==> src/verilog/sbt_pkg.sv <==
// Shared constants and types for the scan bus transceiver.
package sbt_pkg;

   localparam int HALF_W = 9;
   localparam int BUS_W = 18;
   localparam int NUM_HALVES = 2;
   localparam int PIN_W = 51;
   localparam int IR_W = 8;
   localparam int BSR_W = 48;
   localparam int BCR_W = 3;
   localparam int ID_W = 32;
   localparam int SNAP_W = 36;

   ////////////////////////////////////////////////////////////////////////
   // Positions in the synchronised pin vector
   localparam int PIN_A_LSB = 0;
   localparam int PIN_B_LSB = 18;
   localparam int PIN_LE_AB_LSB = 36;
   localparam int PIN_LE_BA_LSB = 38;
   localparam int PIN_CK_AB_LSB = 40;
   localparam int PIN_CK_BA_LSB = 42;
   localparam int PIN_OE_AB_LSB = 44;
   localparam int PIN_OE_BA_LSB = 46;
   localparam int PIN_TCK = 48;
   localparam int PIN_TMS = 49;
   localparam int PIN_TDI = 50;
   // Output enables, TMS and TDI default high as if pulled up
   localparam logic [50:0] PIN_RST = 51'h6f00000000000;

   ////////////////////////////////////////////////////////////////////////
   // Boundary cell positions
   localparam int BSR_A_LSB = 0;
   localparam int BSR_B_LSB = 18;
   localparam int BSR_CTL_LSB = 36;
   localparam int BSR_OE_AB_LSB = 44;
   localparam int BSR_OE_BA_LSB = 46;
   localparam logic [47:0] BSR_RST = 48'hf00000000000;

   ////////////////////////////////////////////////////////////////////////
   // Instructions
   localparam logic [7:0] IR_RST = 8'h81;
   localparam logic [7:0] IR_CAPTURE = 8'h81;
   localparam logic [7:0] IR_EXTEST = 8'h00;
   localparam logic [7:0] IR_SAMPLE = 8'h82;
   localparam logic [7:0] IR_IDCODE = 8'h81;
   localparam logic [7:0] IR_RUNT = 8'h87;
   localparam logic [7:0] IR_SEL_BCR = 8'h8e;
   localparam logic [7:0] IR_BYPASS = 8'hff;

   // Boundary-control operations
   localparam logic [2:0] BCR_RST = 3'h2;
   localparam logic [2:0] OP_PSA = 3'h2;
   localparam logic [2:0] OP_OUTPUT_PSEUDO_RANDOM_PATTERNS = 3'h3;
   localparam logic [2:0] OP_TOGGLE = 3'h4;

   // Pattern register feedback tap
   localparam int LFSR_TAP = 10;

   typedef enum logic [3:0] {
      ST_RESET, ST_IDLE, ST_SEL_DR, ST_CAP_DR, ST_SH_DR, ST_EX1_DR,
      ST_PAUSE_DR, ST_EX2_DR, ST_UPD_DR, ST_SEL_IR, ST_CAP_IR, ST_SH_IR,
      ST_EX1_IR, ST_PAUSE_IR, ST_EX2_IR, ST_UPD_IR
   } sbt_tap_state_t;

   typedef enum logic [1:0] {
      SEL_BYPASS, SEL_ID, SEL_BSR, SEL_BCR
   } sbt_dr_sel_t;

endpackage

==> src/verilog/sbt_dir.sv <==
// One direction of one 9-bit half: transparent, latched or stored.
`timescale 1ns/1ps
`default_nettype none
module sbt_dir
   import sbt_pkg::*;
(
   input wire logic ref_clk,
   input wire logic rst_n,
   input wire logic clk_en,
   input wire logic [HALF_W-1:0] din,
   input wire logic latch_en,
   input wire logic store_clk,
   output logic [HALF_W-1:0] dout
);

   logic store_clk_q;

   always_ff @(posedge ref_clk or negedge rst_n) begin
      if (!rst_n) begin
         store_clk_q <= 1'b0;
      end else if (clk_en) begin
         store_clk_q <= store_clk;
      end
   end

   // Content is meaningless until the first load or transparent phase
   always_ff @(posedge ref_clk or negedge rst_n) begin
      if (!rst_n) begin
         dout <= '0;
      end else if (clk_en) begin
         if (latch_en) begin
            dout <= din;
         end else if (store_clk && !store_clk_q) begin
            dout <= din;
         end
      end
   end
   // Otherwise held

endmodule
`default_nettype wire

==> src/verilog/sbt_buf2.sv <==
// Two-entry buffer with valid/ready on both sides.
`timescale 1ns/1ps
`default_nettype none
module sbt_buf2 #(
   parameter int W = 36
) (
   input wire logic ref_clk,
   input wire logic rst_n,
   input wire logic clk_en,
   input wire logic in_valid,
   output logic in_ready,
   input wire logic [W-1:0] in_data,
   output logic out_valid,
   input wire logic out_ready,
   output logic [W-1:0] out_data
);

   logic [W-1:0] slot_q [2];
   logic [1:0] count_q;
   logic rd_ptr_q;
   logic wr_ptr_q;
   logic push;
   logic pop;

   assign in_ready = (count_q != 2'd2);
   assign out_valid = (count_q != 2'd0);
   assign out_data = slot_q[rd_ptr_q];
   assign push = clk_en && in_valid && in_ready;
   assign pop = clk_en && out_valid && out_ready;

   always_ff @(posedge ref_clk or negedge rst_n) begin
      if (!rst_n) begin
         slot_q[0] <= '0;
         slot_q[1] <= '0;
      end else if (push) begin
         slot_q[wr_ptr_q] <= in_data;
      end
   end

   always_ff @(posedge ref_clk or negedge rst_n) begin
      if (!rst_n) begin
         count_q <= 2'd0;
         rd_ptr_q <= 1'b0;
         wr_ptr_q <= 1'b0;
      end else begin
         if (push) begin
            wr_ptr_q <= ~wr_ptr_q;
         end
         if (pop) begin
            rd_ptr_q <= ~rd_ptr_q;
         end
         if (push && !pop) begin
            count_q <= count_q + 2'd1;
         end else if (pop && !push) begin
            count_q <= count_q - 2'd1;
         end
      end
   end

endmodule
`default_nettype wire

==> src/verilog/sbt_top.sv <==
// Scan bus transceiver: two 9-bit halves, test port and boundary cells.
//
// Summary of operation
// - Latch enable high passes A to B.
// - Latch enable low, clock steady: hold output.
// - Latch enable low: store on clock rise.
// - Output enable low drives B side.
// - Output enable high floats B side.
// - B to A mirrors A to B.
// - Each 9-bit half has own controls.
// - Test mode hands boundary to test logic.
// - Test port in normal mode leaves data.
// - Sample on TCK rise, change on fall.
// - Shift TDI into IR or data register.
// - Selected register's serial output on TDO.
// - TMS steers the test state machine.
// - Unconnected TMS and TDI read high.
// - Unconnected output enable reads high.
// - Signature compression and pseudo-random patterns.
// - Pin snapshots and boundary output toggling.
// - Powers up in test-logic reset.
// - TMS high five cycles reaches reset.
`timescale 1ns/1ps
`default_nettype none
module sbt_top
   import sbt_pkg::*;
#(
   // Arbitrary neutral identification value
   parameter logic [31:0] ID_CODE = 32'h0a5a5001
) (
   input wire logic ref_clk,
   input wire logic rst_n,
   input wire logic clk_en,
   input wire logic [BUS_W-1:0] a_in,
   output logic [BUS_W-1:0] a_out,
   output logic [BUS_W-1:0] a_oe,
   input wire logic [BUS_W-1:0] b_in,
   output logic [BUS_W-1:0] b_out,
   output logic [BUS_W-1:0] b_oe,
   input wire logic [1:0] a_to_b_output_enable_n,
   input wire logic [1:0] b_to_a_output_enable_n,
   input wire logic [1:0] a_to_b_latch_enable,
   input wire logic [1:0] b_to_a_latch_enable,
   input wire logic [1:0] a_to_b_store_clock,
   input wire logic [1:0] b_to_a_store_clock,
   input wire logic tck,
   input wire logic tms,
   input wire logic tdi,
   output logic tdo,
   output logic tdo_oe,
   output logic snap_valid,
   input wire logic snap_ready,
   output logic [SNAP_W-1:0] snap_data
);

   ////////////////////////////////////////////////////////////////////////
   // Pin synchronisers
   logic [PIN_W-1:0] pin_raw;
   logic [PIN_W-1:0] pin_m_q;
   logic [PIN_W-1:0] pin_s_q;
   logic tck_q;

   assign pin_raw = {tdi, tms, tck, b_to_a_output_enable_n,
      a_to_b_output_enable_n, b_to_a_store_clock, a_to_b_store_clock,
      b_to_a_latch_enable, a_to_b_latch_enable, b_in, a_in};

   // Pullup levels stand in until real pin values arrive
   always_ff @(posedge ref_clk or negedge rst_n) begin
      if (!rst_n) begin
         pin_m_q <= PIN_RST;
         pin_s_q <= PIN_RST;
         tck_q <= 1'b0;
      end else if (clk_en) begin
         pin_m_q <= pin_raw;
         pin_s_q <= pin_m_q;
         tck_q <= pin_s_q[PIN_TCK];
      end
   end

   logic [BUS_W-1:0] a_s;
   logic [BUS_W-1:0] b_s;
   logic tms_s;
   logic tdi_s;
   logic tck_rise;
   logic tck_fall;

   assign a_s = pin_s_q[PIN_A_LSB +: BUS_W];
   assign b_s = pin_s_q[PIN_B_LSB +: BUS_W];
   assign tms_s = pin_s_q[PIN_TMS];
   assign tdi_s = pin_s_q[PIN_TDI];
   assign tck_rise = clk_en && pin_s_q[PIN_TCK] && !tck_q;
   assign tck_fall = clk_en && !pin_s_q[PIN_TCK] && tck_q;

   ////////////////////////////////////////////////////////////////////////
   // Normal datapath, frozen while test mode owns the pins
   logic test_mode;
   logic dp_en;
   logic [BUS_W-1:0] ab_data;
   logic [BUS_W-1:0] ba_data;

   assign dp_en = clk_en && !test_mode;

   for (genvar h = 0; h < NUM_HALVES; h++) begin : g_half
      sbt_dir u_ab (
         .ref_clk(ref_clk),
         .rst_n(rst_n),
         .clk_en(dp_en),
         .din(a_s[h*HALF_W +: HALF_W]),
         .latch_en(pin_s_q[PIN_LE_AB_LSB + h]),
         .store_clk(pin_s_q[PIN_CK_AB_LSB + h]),
         .dout(ab_data[h*HALF_W +: HALF_W])
      );
      sbt_dir u_ba (
         .ref_clk(ref_clk),
         .rst_n(rst_n),
         .clk_en(dp_en),
         .din(b_s[h*HALF_W +: HALF_W]),
         .latch_en(pin_s_q[PIN_LE_BA_LSB + h]),
         .store_clk(pin_s_q[PIN_CK_BA_LSB + h]),
         .dout(ba_data[h*HALF_W +: HALF_W])
      );
   end

   ////////////////////////////////////////////////////////////////////////
   // Test state machine
   sbt_tap_state_t state_q;
   sbt_tap_state_t state_d;
   logic snap_stall;
   logic tap_step;

   // A pending snapshot that cannot leave drops any TCK rising edge; falling edges still act
   assign tap_step = tck_rise && !snap_stall;

   always_comb begin
      state_d = state_q;
      unique case (state_q)
         ST_RESET: state_d = tms_s ? ST_RESET : ST_IDLE;
         ST_IDLE: state_d = tms_s ? ST_SEL_DR : ST_IDLE;
         ST_SEL_DR: state_d = tms_s ? ST_SEL_IR : ST_CAP_DR;
         ST_CAP_DR: state_d = tms_s ? ST_EX1_DR : ST_SH_DR;
         ST_SH_DR: state_d = tms_s ? ST_EX1_DR : ST_SH_DR;
         ST_EX1_DR: state_d = tms_s ? ST_UPD_DR : ST_PAUSE_DR;
         ST_PAUSE_DR: state_d = tms_s ? ST_EX2_DR : ST_PAUSE_DR;
         ST_EX2_DR: state_d = tms_s ? ST_UPD_DR : ST_SH_DR;
         ST_UPD_DR: state_d = tms_s ? ST_SEL_DR : ST_IDLE;
         ST_SEL_IR: state_d = tms_s ? ST_RESET : ST_CAP_IR;
         ST_CAP_IR: state_d = tms_s ? ST_EX1_IR : ST_SH_IR;
         ST_SH_IR: state_d = tms_s ? ST_EX1_IR : ST_SH_IR;
         ST_EX1_IR: state_d = tms_s ? ST_UPD_IR : ST_PAUSE_IR;
         ST_PAUSE_IR: state_d = tms_s ? ST_EX2_IR : ST_PAUSE_IR;
         ST_EX2_IR: state_d = tms_s ? ST_UPD_IR : ST_SH_IR;
         ST_UPD_IR: state_d = tms_s ? ST_SEL_DR : ST_IDLE;
      endcase
   end

   always_ff @(posedge ref_clk or negedge rst_n) begin
      if (!rst_n) begin
         state_q <= ST_RESET;
      end else if (tap_step) begin
         state_q <= state_d;
      end
   end

   ////////////////////////////////////////////////////////////////////////
   // Instruction register
   logic [IR_W-1:0] ir_sh_q;
   logic [IR_W-1:0] ir_q;
   sbt_dr_sel_t dr_sel;

   always_ff @(posedge ref_clk or negedge rst_n) begin
      if (!rst_n) begin
         ir_sh_q <= IR_RST;
      end else if (tap_step) begin
         if (state_q == ST_CAP_IR) begin
            ir_sh_q <= IR_CAPTURE;
         end else if (state_q == ST_SH_IR) begin
            ir_sh_q <= {tdi_s, ir_sh_q[IR_W-1:1]};
         end
      end
   end

   // Update lands on the falling edge after entry to the update state
   always_ff @(posedge ref_clk or negedge rst_n) begin
      if (!rst_n) begin
         ir_q <= IR_RST;
      end else if (tck_fall) begin
         if (state_q == ST_RESET) begin
            ir_q <= IR_RST;
         end else if (state_q == ST_UPD_IR) begin
            ir_q <= ir_sh_q;
         end
      end
   end

   always_comb begin
      unique case (ir_q)
         IR_EXTEST, IR_SAMPLE: dr_sel = SEL_BSR;
         IR_IDCODE: dr_sel = SEL_ID;
         IR_SEL_BCR: dr_sel = SEL_BCR;
         default: dr_sel = SEL_BYPASS;
      endcase
   end

   assign test_mode = (ir_q == IR_EXTEST) || (ir_q == IR_RUNT);

   ////////////////////////////////////////////////////////////////////////
   // Data registers
   logic [BSR_W-1:0] bsr_q;
   logic [BSR_W-1:0] upd_q;
   logic [BCR_W-1:0] bcr_sh_q;
   logic [BCR_W-1:0] bcr_q;
   logic [ID_W-1:0] id_q;
   logic byp_q;
   logic run_op;
   logic [BUS_W-1:0] psa_next;
   logic [BUS_W-1:0] output_pseudo_random_patterns_next;
   logic [BUS_W-1:0] output_pseudo_random_patterns_cur;

   assign run_op = tap_step && (state_q == ST_IDLE) && (ir_q == IR_RUNT);
   assign output_pseudo_random_patterns_cur = upd_q[BSR_B_LSB +: BUS_W];
   assign psa_next = {bsr_q[BUS_W-2:0],
      bsr_q[BUS_W-1] ^ bsr_q[LFSR_TAP]} ^ a_s;
   assign output_pseudo_random_patterns_next = {output_pseudo_random_patterns_cur[BUS_W-2:0],
      output_pseudo_random_patterns_cur[BUS_W-1] ^ output_pseudo_random_patterns_cur[LFSR_TAP]};

   always_ff @(posedge ref_clk or negedge rst_n) begin
      if (!rst_n) begin
         bsr_q <= BSR_RST;
      end else if (tap_step) begin
         if (state_q == ST_CAP_DR && dr_sel == SEL_BSR) begin
            bsr_q <= pin_s_q[BSR_W-1:0];
         end else if (state_q == ST_SH_DR && dr_sel == SEL_BSR) begin
            bsr_q <= {tdi_s, bsr_q[BSR_W-1:1]};
         end else if (run_op && bcr_q == OP_PSA) begin
            bsr_q[BSR_A_LSB +: BUS_W] <= psa_next;
         end
      end
   end

   always_ff @(posedge ref_clk or negedge rst_n) begin
      if (!rst_n) begin
         upd_q <= BSR_RST;
      end else if (clk_en && state_q == ST_RESET) begin
         upd_q[BSR_W-1:BSR_OE_AB_LSB] <= BSR_RST[BSR_W-1:BSR_OE_AB_LSB];
      end else if (tck_fall && state_q == ST_UPD_DR && dr_sel == SEL_BSR) begin
         upd_q <= bsr_q;
      end else if (run_op && bcr_q == OP_OUTPUT_PSEUDO_RANDOM_PATTERNS) begin
         upd_q[BSR_B_LSB +: BUS_W] <= output_pseudo_random_patterns_next;
      end else if (run_op && bcr_q == OP_TOGGLE) begin
         upd_q[SNAP_W-1:0] <= ~upd_q[SNAP_W-1:0];
      end
   end

   always_ff @(posedge ref_clk or negedge rst_n) begin
      if (!rst_n) begin
         bcr_sh_q <= BCR_RST;
         id_q <= '0;
         byp_q <= 1'b0;
      end else if (tap_step) begin
         if (state_q == ST_CAP_DR) begin
            bcr_sh_q <= bcr_q;
            id_q <= ID_CODE;
            byp_q <= 1'b0;
         end else if (state_q == ST_SH_DR) begin
            if (dr_sel == SEL_BCR) begin
               bcr_sh_q <= {tdi_s, bcr_sh_q[BCR_W-1:1]};
            end
            if (dr_sel == SEL_ID) begin
               id_q <= {tdi_s, id_q[ID_W-1:1]};
            end
            byp_q <= tdi_s;
         end
      end
   end

   always_ff @(posedge ref_clk or negedge rst_n) begin
      if (!rst_n) begin
         bcr_q <= BCR_RST;
      end else if (tck_fall) begin
         if (state_q == ST_RESET) begin
            bcr_q <= BCR_RST;
         end else if (state_q == ST_UPD_DR && dr_sel == SEL_BCR) begin
            bcr_q <= bcr_sh_q;
         end
      end
   end

   ////////////////////////////////////////////////////////////////////////
   // Serial output, changes on the falling edge only
   logic dr_lsb;

   always_comb begin
      unique case (dr_sel)
         SEL_BSR: dr_lsb = bsr_q[0];
         SEL_ID: dr_lsb = id_q[0];
         SEL_BCR: dr_lsb = bcr_sh_q[0];
         SEL_BYPASS: dr_lsb = byp_q;
      endcase
   end

   always_ff @(posedge ref_clk or negedge rst_n) begin
      if (!rst_n) begin
         tdo <= 1'b0;
         tdo_oe <= 1'b0;
      end else if (tck_fall) begin
         tdo <= (state_q == ST_SH_IR) ? ir_sh_q[0] : dr_lsb;
         tdo_oe <= (state_q == ST_SH_IR) || (state_q == ST_SH_DR);
      end
   end

   ////////////////////////////////////////////////////////////////////////
   // Snapshot stream of captured pin levels
   logic snap_pend_q;
   logic [SNAP_W-1:0] snap_word_q;
   logic buf_in_ready;

   assign snap_stall = snap_pend_q && !buf_in_ready;

   always_ff @(posedge ref_clk or negedge rst_n) begin
      if (!rst_n) begin
         snap_pend_q <= 1'b0;
         snap_word_q <= '0;
      end else if (clk_en) begin
         if (tap_step && state_q == ST_CAP_DR && dr_sel == SEL_BSR) begin
            snap_pend_q <= 1'b1;
            snap_word_q <= {b_s, a_s};
         end else if (buf_in_ready) begin
            snap_pend_q <= 1'b0;
         end
      end
   end

   sbt_buf2 #(
      .W(SNAP_W)
   ) u_snap_buf (
      .ref_clk(ref_clk),
      .rst_n(rst_n),
      .clk_en(clk_en),
      .in_valid(snap_pend_q),
      .in_ready(buf_in_ready),
      .in_data(snap_word_q),
      .out_valid(snap_valid),
      .out_ready(snap_ready),
      .out_data(snap_data)
   );

   ////////////////////////////////////////////////////////////////////////
   // Pin drivers
   logic [BUS_W-1:0] a_en_d;
   logic [BUS_W-1:0] b_en_d;
   logic [1:0] oe_ab_n;
   logic [1:0] oe_ba_n;

   // Test mode takes enables from cells, normal mode from pins
   assign oe_ab_n = test_mode ? upd_q[BSR_OE_AB_LSB +: 2]
      : pin_s_q[PIN_OE_AB_LSB +: 2];
   assign oe_ba_n = test_mode ? upd_q[BSR_OE_BA_LSB +: 2]
      : pin_s_q[PIN_OE_BA_LSB +: 2];
   assign b_en_d = {{HALF_W{!oe_ab_n[1]}}, {HALF_W{!oe_ab_n[0]}}};
   assign a_en_d = {{HALF_W{!oe_ba_n[1]}}, {HALF_W{!oe_ba_n[0]}}};

   always_ff @(posedge ref_clk or negedge rst_n) begin
      if (!rst_n) begin
         a_out <= '0;
         b_out <= '0;
         a_oe <= '0;
         b_oe <= '0;
      end else if (clk_en) begin
         b_oe <= b_en_d;
         a_oe <= a_en_d;
         if (test_mode) begin
            a_out <= upd_q[BSR_A_LSB +: BUS_W];
            b_out <= upd_q[BSR_B_LSB +: BUS_W];
         end else begin
            a_out <= ba_data;
            b_out <= ab_data;
         end
      end
   end

endmodule
`default_nettype wire

==> config.mk <==
export PLATFORM = sky130hd
export DESIGN_NAME = sbt_top
export DESIGN_NICKNAME = d
export VERILOG_FILES = /design/src/verilog/sbt_pkg.sv /design/src/verilog/sbt_dir.sv /design/src/verilog/sbt_buf2.sv /design/src/verilog/sbt_top.sv
export SDC_FILE = /design/constraint.sdc
export NUM_CORES = 1
export LEC_CHECK = 0
export BUFFER_PORTS_ARGS = -buffer_cell sky130_fd_sc_hd__buf_2
export CORE_MARGIN = 1.5
export CORE_UTILIZATION = 46
export DETAILED_ROUTE_END_ITERATION = 10
export SLEW_MARGIN = 0
export SYNTH_ARGS = -nofsm -noshare
export SYNTH_HDL_FRONTEND = slang
export SYNTH_SLANG_ARGS = --single-unit
==> constraint.sdc <==
create_clock -name ref_clk -period 3.9 [get_ports ref_clk]
set_input_delay 0.195 -clock ref_clk [delete_from_list [all_inputs] [get_ports ref_clk]]
set_output_delay 0.195 -clock ref_clk [all_outputs]
set_load 0.005 [all_outputs]
==> flow_summary.yaml, run 1 <==
synthesis:
  syn_nets: 1613
  yosysWarnings: 0
  synthFlopType: "dfrtp_1"
  synth-seq-cells: 445
  syn_inst: 1557
  syn_avg_cell_area_um2: 12.48
  async_flop_share_pct: 100.0
  ys_types: 54
  synth-edff-count: 0
  syn_area_mm2: 0.01943
  seq_area_frac_synth_pct: 57.49
global_routing:
  use_met3_pct: 2.642
  grt_busiest_layer: "met2"
  overflow: 0
  first_global_vias: 12489
  track_usage_pct: 20.98
  antenna_found_initial: 0
  grt_pass1_wl_um: 71590
  met2_usage_pct: 33.38
  met1_usage_pct: 30.14
  grt_max_degree: 136
setup_path:
  path_cells: "or4_1 > or4_1 > or4_1 > o31ai_4 > mux2_2"
  crit_path_start_kind: "flop"
  slowest_delay_ns: 0.67
  cp.required_ns: 4.37
  regToRegSetupSlack_ns: 0.80
  crit_type: "flop to flop"
  critical_path_arrival_ns: 3.57
  critical_path.most_common_cell: "or4_1"
  cp_slowest_cell: "or4_1"
  crit_fanout: 18
  endpoint_kind: "flop"
clock_network:
  tritoncts: "built"
  hold_buffers: 54
  clkTransAtPathRegs_ns: 0.06
  clkSinkCount: 445
  cts_setup_buffers: 0
  clk_latency_ns: 0.58
  post_cts_resized: 0
  numCtsBuffers: 47
  cts_max_level: 2
  clock-root-buffer: "clkbuf_16"
  cts_buffer_depth: 3
cells_and_area:
  final_util_pct: 54.33
  layout.nets: 1782
  layout.cells.non_filler: 2303
  synthToLayoutAreaGrowth_pct: 17.05
  fillers: 3585
  antennaDiodeCount: 0
  drive_above_1_share_pct: 35.32
  finalInstanceArea_mm2: 0.02274
  ff_latch_area_mm2: 0.01117
  multi_input_area_mm2: 0.007607
die:
  boundaryPins: 166
  num_rows: 75
  dieArea_mm2: 0.04347
  start_util_pct: 46.42
  coreArea_mm2: 0.04185
  dieWidth_um: 208.5
  die_h_um: 208.5
sta:
  fmax_mhz: 322.5
  fin_crit_sh_pct: 79.51
  rsz0062_at_grt: "false"
  skew_ns: 0.01785
  slew_viol_final: 0
  setup_slack_ns: 0.7990
  finalHoldViolations: 0
  setup_tns_ns: 0
  worstMarginPinSlew_ns: 1.184
  whs_ns: 0.3570
  setup-violations-final: 0
  slew_headroom_pct: 21.07
  fin_crit_ns: 3.101
detailed_routing:
  ant_nets: 0
  drtIter0Drc: 803
  drc: 0
  first_pass_iters: 5
  vias: 12433
  vias_per_cell: 5.399
  drt_wl_total_um: 44570
  wire_per_inst_um: 19.35
power:
  powerDensity_mw_per_mm2: 626.7
  finalPower_mw: 14.25
  ir_drop_mv: 0.4022
  power_leakage_nw: 10.60
run:
  maxCapViolCount: 0
placed_design:
  routabilityCongestion: 0.8419
  dpl-instance-area_mm2: 0.02065
  place_ws_ns: 0.8156
  numPortBuffers: 165
  dpl.cell_count: 2162
  dp_hpwl_um: 28680
run_status:
  status: "completed"
min_path:
  hold_class: "input port to asynchronous set/reset pin"
## cell usage in the layout (no fill, tap or decap), types with 48 or more instances in the layout
cell / synthesis / routed
dfrtp_1: 419 / 419
dlygate4sd3_1: 0 / 54
mux2i_1: 80 / 80
clkbuf_16: 0 / 48
mux2_2: 302 / 302
nor2_1: 61 / 61
nand2_1: 116 / 116
o21ai_0: 105 / 105
buf_2: 6 / 163
a21oi_1: 65 / 65
## layout make-up
type	instances	share of cell area [%]
multi-input combinational	964	33.45
inverter	16	0.2641
timing repair buffer	252	7.390
sequential	445	49.11
tap	539	2.966
clock buffer	76	6.273
clock inverter	11	0.5392
## state kept, by name, summed over array words and instances, names as in the netlist, 18 cells and up
register           flops
u_snap_buf.slot_q     72
pin_m_q               51
pin_s_q               51
bsr_q                 48
upd_q                 40
snap_word_q           36
id_q                  32
a_out                 18
b_out                 18
g_half.u_ab.dout      18
g_half.u_ba.dout      18
## report_power, final
group	leakage, nW	internal [mW]	switching, mW
registers	5.68	5.62	0.852
logic	4.16	1.65	1.67
clock network	0.760	2.63	1.82
total	10.6	9.91	4.34
## synthesized netlist by cell type, drive strengths merged (6+ instances only)
| master | instances | area (um^2) |
|---|---|---|
| o21ai | 111 | 555.5 |
| nand2 | 116 | 435.4 |
| mux2i | 80 | 800.8 |
| nor2b | 6 | 37.54 |
| xor2 | 40 | 350.3 |
| buf | 45 | 312.8 |
| dfrtp | 419 | 10490 |
| a21oi | 65 | 325.3 |
| o22ai | 35 | 219.0 |
| nor2 | 61 | 229.0 |
| o41ai | 8 | 70.07 |
| nor3 | 10 | 60.06 |
| xnor2 | 24 | 210.2 |
| dfstp | 26 | 683.2 |
| clkbuf | 87 | 326.6 |
| mux2 | 312 | 3551 |
| a22oi | 18 | 135.1 |
| inv | 16 | 60.06 |
| nand3 | 7 | 35.03 |
| nor4 | 6 | 37.54 |
| o31ai | 15 | 126.4 |
## logic make-up after synthesis
family | Yosys count | synth area share (%)
flip-flops | 445 | 57.49
adder cells (fa/ha/maj) | 1 | 0.06439
AO/OA/AOI/OAI | 267 | 8.005
buffers and inverters | 148 | 3.600
XOR/XNOR | 64 | 2.885
multiplexers | 392 | 22.40
AND/OR/NAND/NOR | 240 | 5.558
## worst max-delay path: cells and delay by family, from the launching register on
family | cells | cell delay, ns
and+or+nand+nor | 3 | 1.85
AOI/OAI and AO/OA | 1 | 0.31
muxes | 1 | 0.43
DFF | 1 | 0.40
## layer usage
layer  share of wire, %  vias to the layer above
li1                   -                     5832
met2                 47                      244
met3                3.8                       60
met1                 47                     6297
met4                2.0                        0
met5                  0                        -
## final timing paths
check,from,endpoint,depth (start not counted)
setup / recovery,ir_q[6],bsr_q[5],5
hold / removal,rst_n,snap_word_q[34],2
setup reg to reg,ir_q[6],bsr_q[5],5
hold reg to reg,bsr_q[46],upd_q[46],2
max in group asynchronous,rst_n,pin_s_q[46],3
min in group ref_clk,a_in[1],pin_m_q[1],3
(Power assumes the default switching activity.)
==> run 2, diff against run 1 <==
Clock period 3.9 ns to 3.1 ns, I/O delays scaled along.
==> run 2 against run 1 <==
Against the previous run:
- hold slack worse by 0.21 ns
- clock-buffer cell count is 2 lower
- clock skew is 0.0098 ns lower
- die area stayed put
- sequential share of layout area is 0.36 points lower
- power is 27% higher
- via count is 0.26% lower
- global-route usage is 0.22 points lower
- register-to-register slack worse by 0.64 ns
- combinational power is 27% higher
- clock power is 29% higher
- non-clock buffer count is 8 higher
- largest cell class unchanged
- largest power group unchanged
==> flow_summary.yaml, run 2 (same netlist as run 1, synthesis figures left out) <==
setup_path:
  cp.required_ns: 3.55
  ff2ff_path_depth: 5
  r2r-end: "bsr_q[3]"
  endpoint_kind: "flop"
  critical_path_arrival_ns: 3.40
  r2r_start: "ir_q[6]"
  crit_type: "flop to flop"
  crit_path_start_kind: "flop"
  crit_fanout: 18
  regToRegSetupSlack_ns: 0.16
detailed_routing:
  drtIter0Drc: 697
  vias_per_cell: 5.371
  wire_per_inst_um: 19.29
  vias: 12401
  first_pass_iters: 5
  drt_wl_total_um: 44540
  drc: 0
  ant_nets: 0
power:
  finalPower_mw: 18.13
  power_leakage_nw: 10.70
  powerDensity_mw_per_mm2: 791.4
  ir_drop_mv: 0.4940
die:
  start_util_pct: 46.42
  die_h_um: 208.5
  dieWidth_um: 208.5
  num_rows: 75
  dieArea_mm2: 0.04347
  coreArea_mm2: 0.04185
  boundaryPins: 166
clock_network:
  numCtsBuffers: 48
  cts_max_level: 2
  cts_setup_buffers: 0
  clkSinkCount: 445
  clkTransAtPathRegs_ns: 0.06
  tritoncts: "built"
  cts_buffer_depth: 3
  clk_latency_ns: 0.58
  clock-root-buffer: "clkbuf_16"
sta:
  setup_slack_ns: 0.1582
  whs_ns: 0.1475
  slew_headroom_pct: 13.86
  skew_ns: 0.008066
  worstMarginPinSlew_ns: 1.287
  fin_crit_ns: 2.942
  fmax_mhz: 339.9
  setup_tns_ns: 0
  rsz0062_at_grt: "false"
  setup-violations-final: 0
  fin_crit_sh_pct: 94.90
  slew_viol_final: 0
  finalHoldViolations: 0
placed_design:
  routabilityCongestion: 0.8669
  numPortBuffers: 165
  dp_hpwl_um: 28890
  place_ws_ns: 0.1774
cells_and_area:
  largest_reg_flops: 72
  fillers: 3575
  antennaDiodeCount: 0
  layout_commonest_cell: "dfrtp_1"
  top_regs: "u_snap_buf.slot_q (72), pin_m_q (51), pin_s_q (51)"
  regMostFlops: "u_snap_buf.slot_q"
  drive_above_1_share_pct: 35.99
  multi_input_area_mm2: 0.007607
  layout.nets: 1791
  final_util_pct: 54.73
  layout_common_cells: "dfrtp_1, mux2_2, buf_2, nand2_1, o21ai_0"
  synthToLayoutAreaGrowth_pct: 17.90
  ff_latch_area_mm2: 0.01117
global_routing:
  met1_usage_pct: 29.54
  grt_busiest_layer: "met2"
  overflow: 0
  antenna_found_initial: 0
  first_global_vias: 12468
  grt_pass1_wl_um: 70770
  met2_usage_pct: 33.09
  track_usage_pct: 20.76
  grt_max_degree: 149
  use_met3_pct: 3.638
run_status:
  status: "completed"
run:
  maxCapViolCount: 0
min_path:
  hold_class: "input port to asynchronous set/reset pin"
run 2: final cells by class:
| class | count | area share (%) |
|---|---|---|
| sequential | 445 | 48.76 |
| multi-input combinational | 964 | 33.21 |
| timing repair buffer | 260 | 7.806 |
| clock buffer | 74 | 6.511 |
| tap | 539 | 2.944 |
| clock inverter | 11 | 0.5080 |
| inverter | 16 | 0.2622 |
run 2: metrics by stage:
step | std cells | cell area (um^2)
6_report | 2309 | 22910
5_1_grt | 2309 | 22910
4_1_cts | 2309 | 22910
3_5_place_dp | 2171 | 20770
3_3_place_gp | 2171 | 20770
2_1_floorplan | 1557 | 19430
run 2: critical path, stage by stage (launching register included):
cell,delay (ns)
dfrtp_1,0.40
or4_1,0.54
or4_1,0.54
or4_1,0.60
o31ai_4,0.31
mux2_2,0.43
run 2: worst max-delay path by stage:
stage | startpoint | end | slack (ns) | cells past startpoint
final | ir_q[6] | bsr_q[3] | 0.16 | 5
after CTS | ir_q[6] | bsr_q[3] | 0.16 | 5
after floorplan | ir_q[6] | bsr_q[10] | 0.20 | 8
after global placement | ir_q[6] | bsr_q[4] | 0.20 | 5
after global routing | ir_q[6] | bsr_q[3] | 0.1 | 5
after detailed placement | ir_q[6] | bsr_q[3] | 0.18 | 5
run 2: what timing repair did:
item | 4_1_cts | 5_1_grt
hold buffers | 53 | 0
hold endpoints to repair | 110 | 0
resized for setup | 0 | 0
run 2: power breakdown:
part           switching (mW)  leakage (nW)  internal [mW]
sequential               1.10          5.68           7.07
clock                    2.30         0.801           3.46
combinational            2.07          4.22           2.13
run 2: routing by layer:
metal  share of wire (%)  up-vias
met3                 4.0       56
met5                   0        -
li1                    -     5818
met1                  47     6274
met2                  47      253
met4                 1.8        0
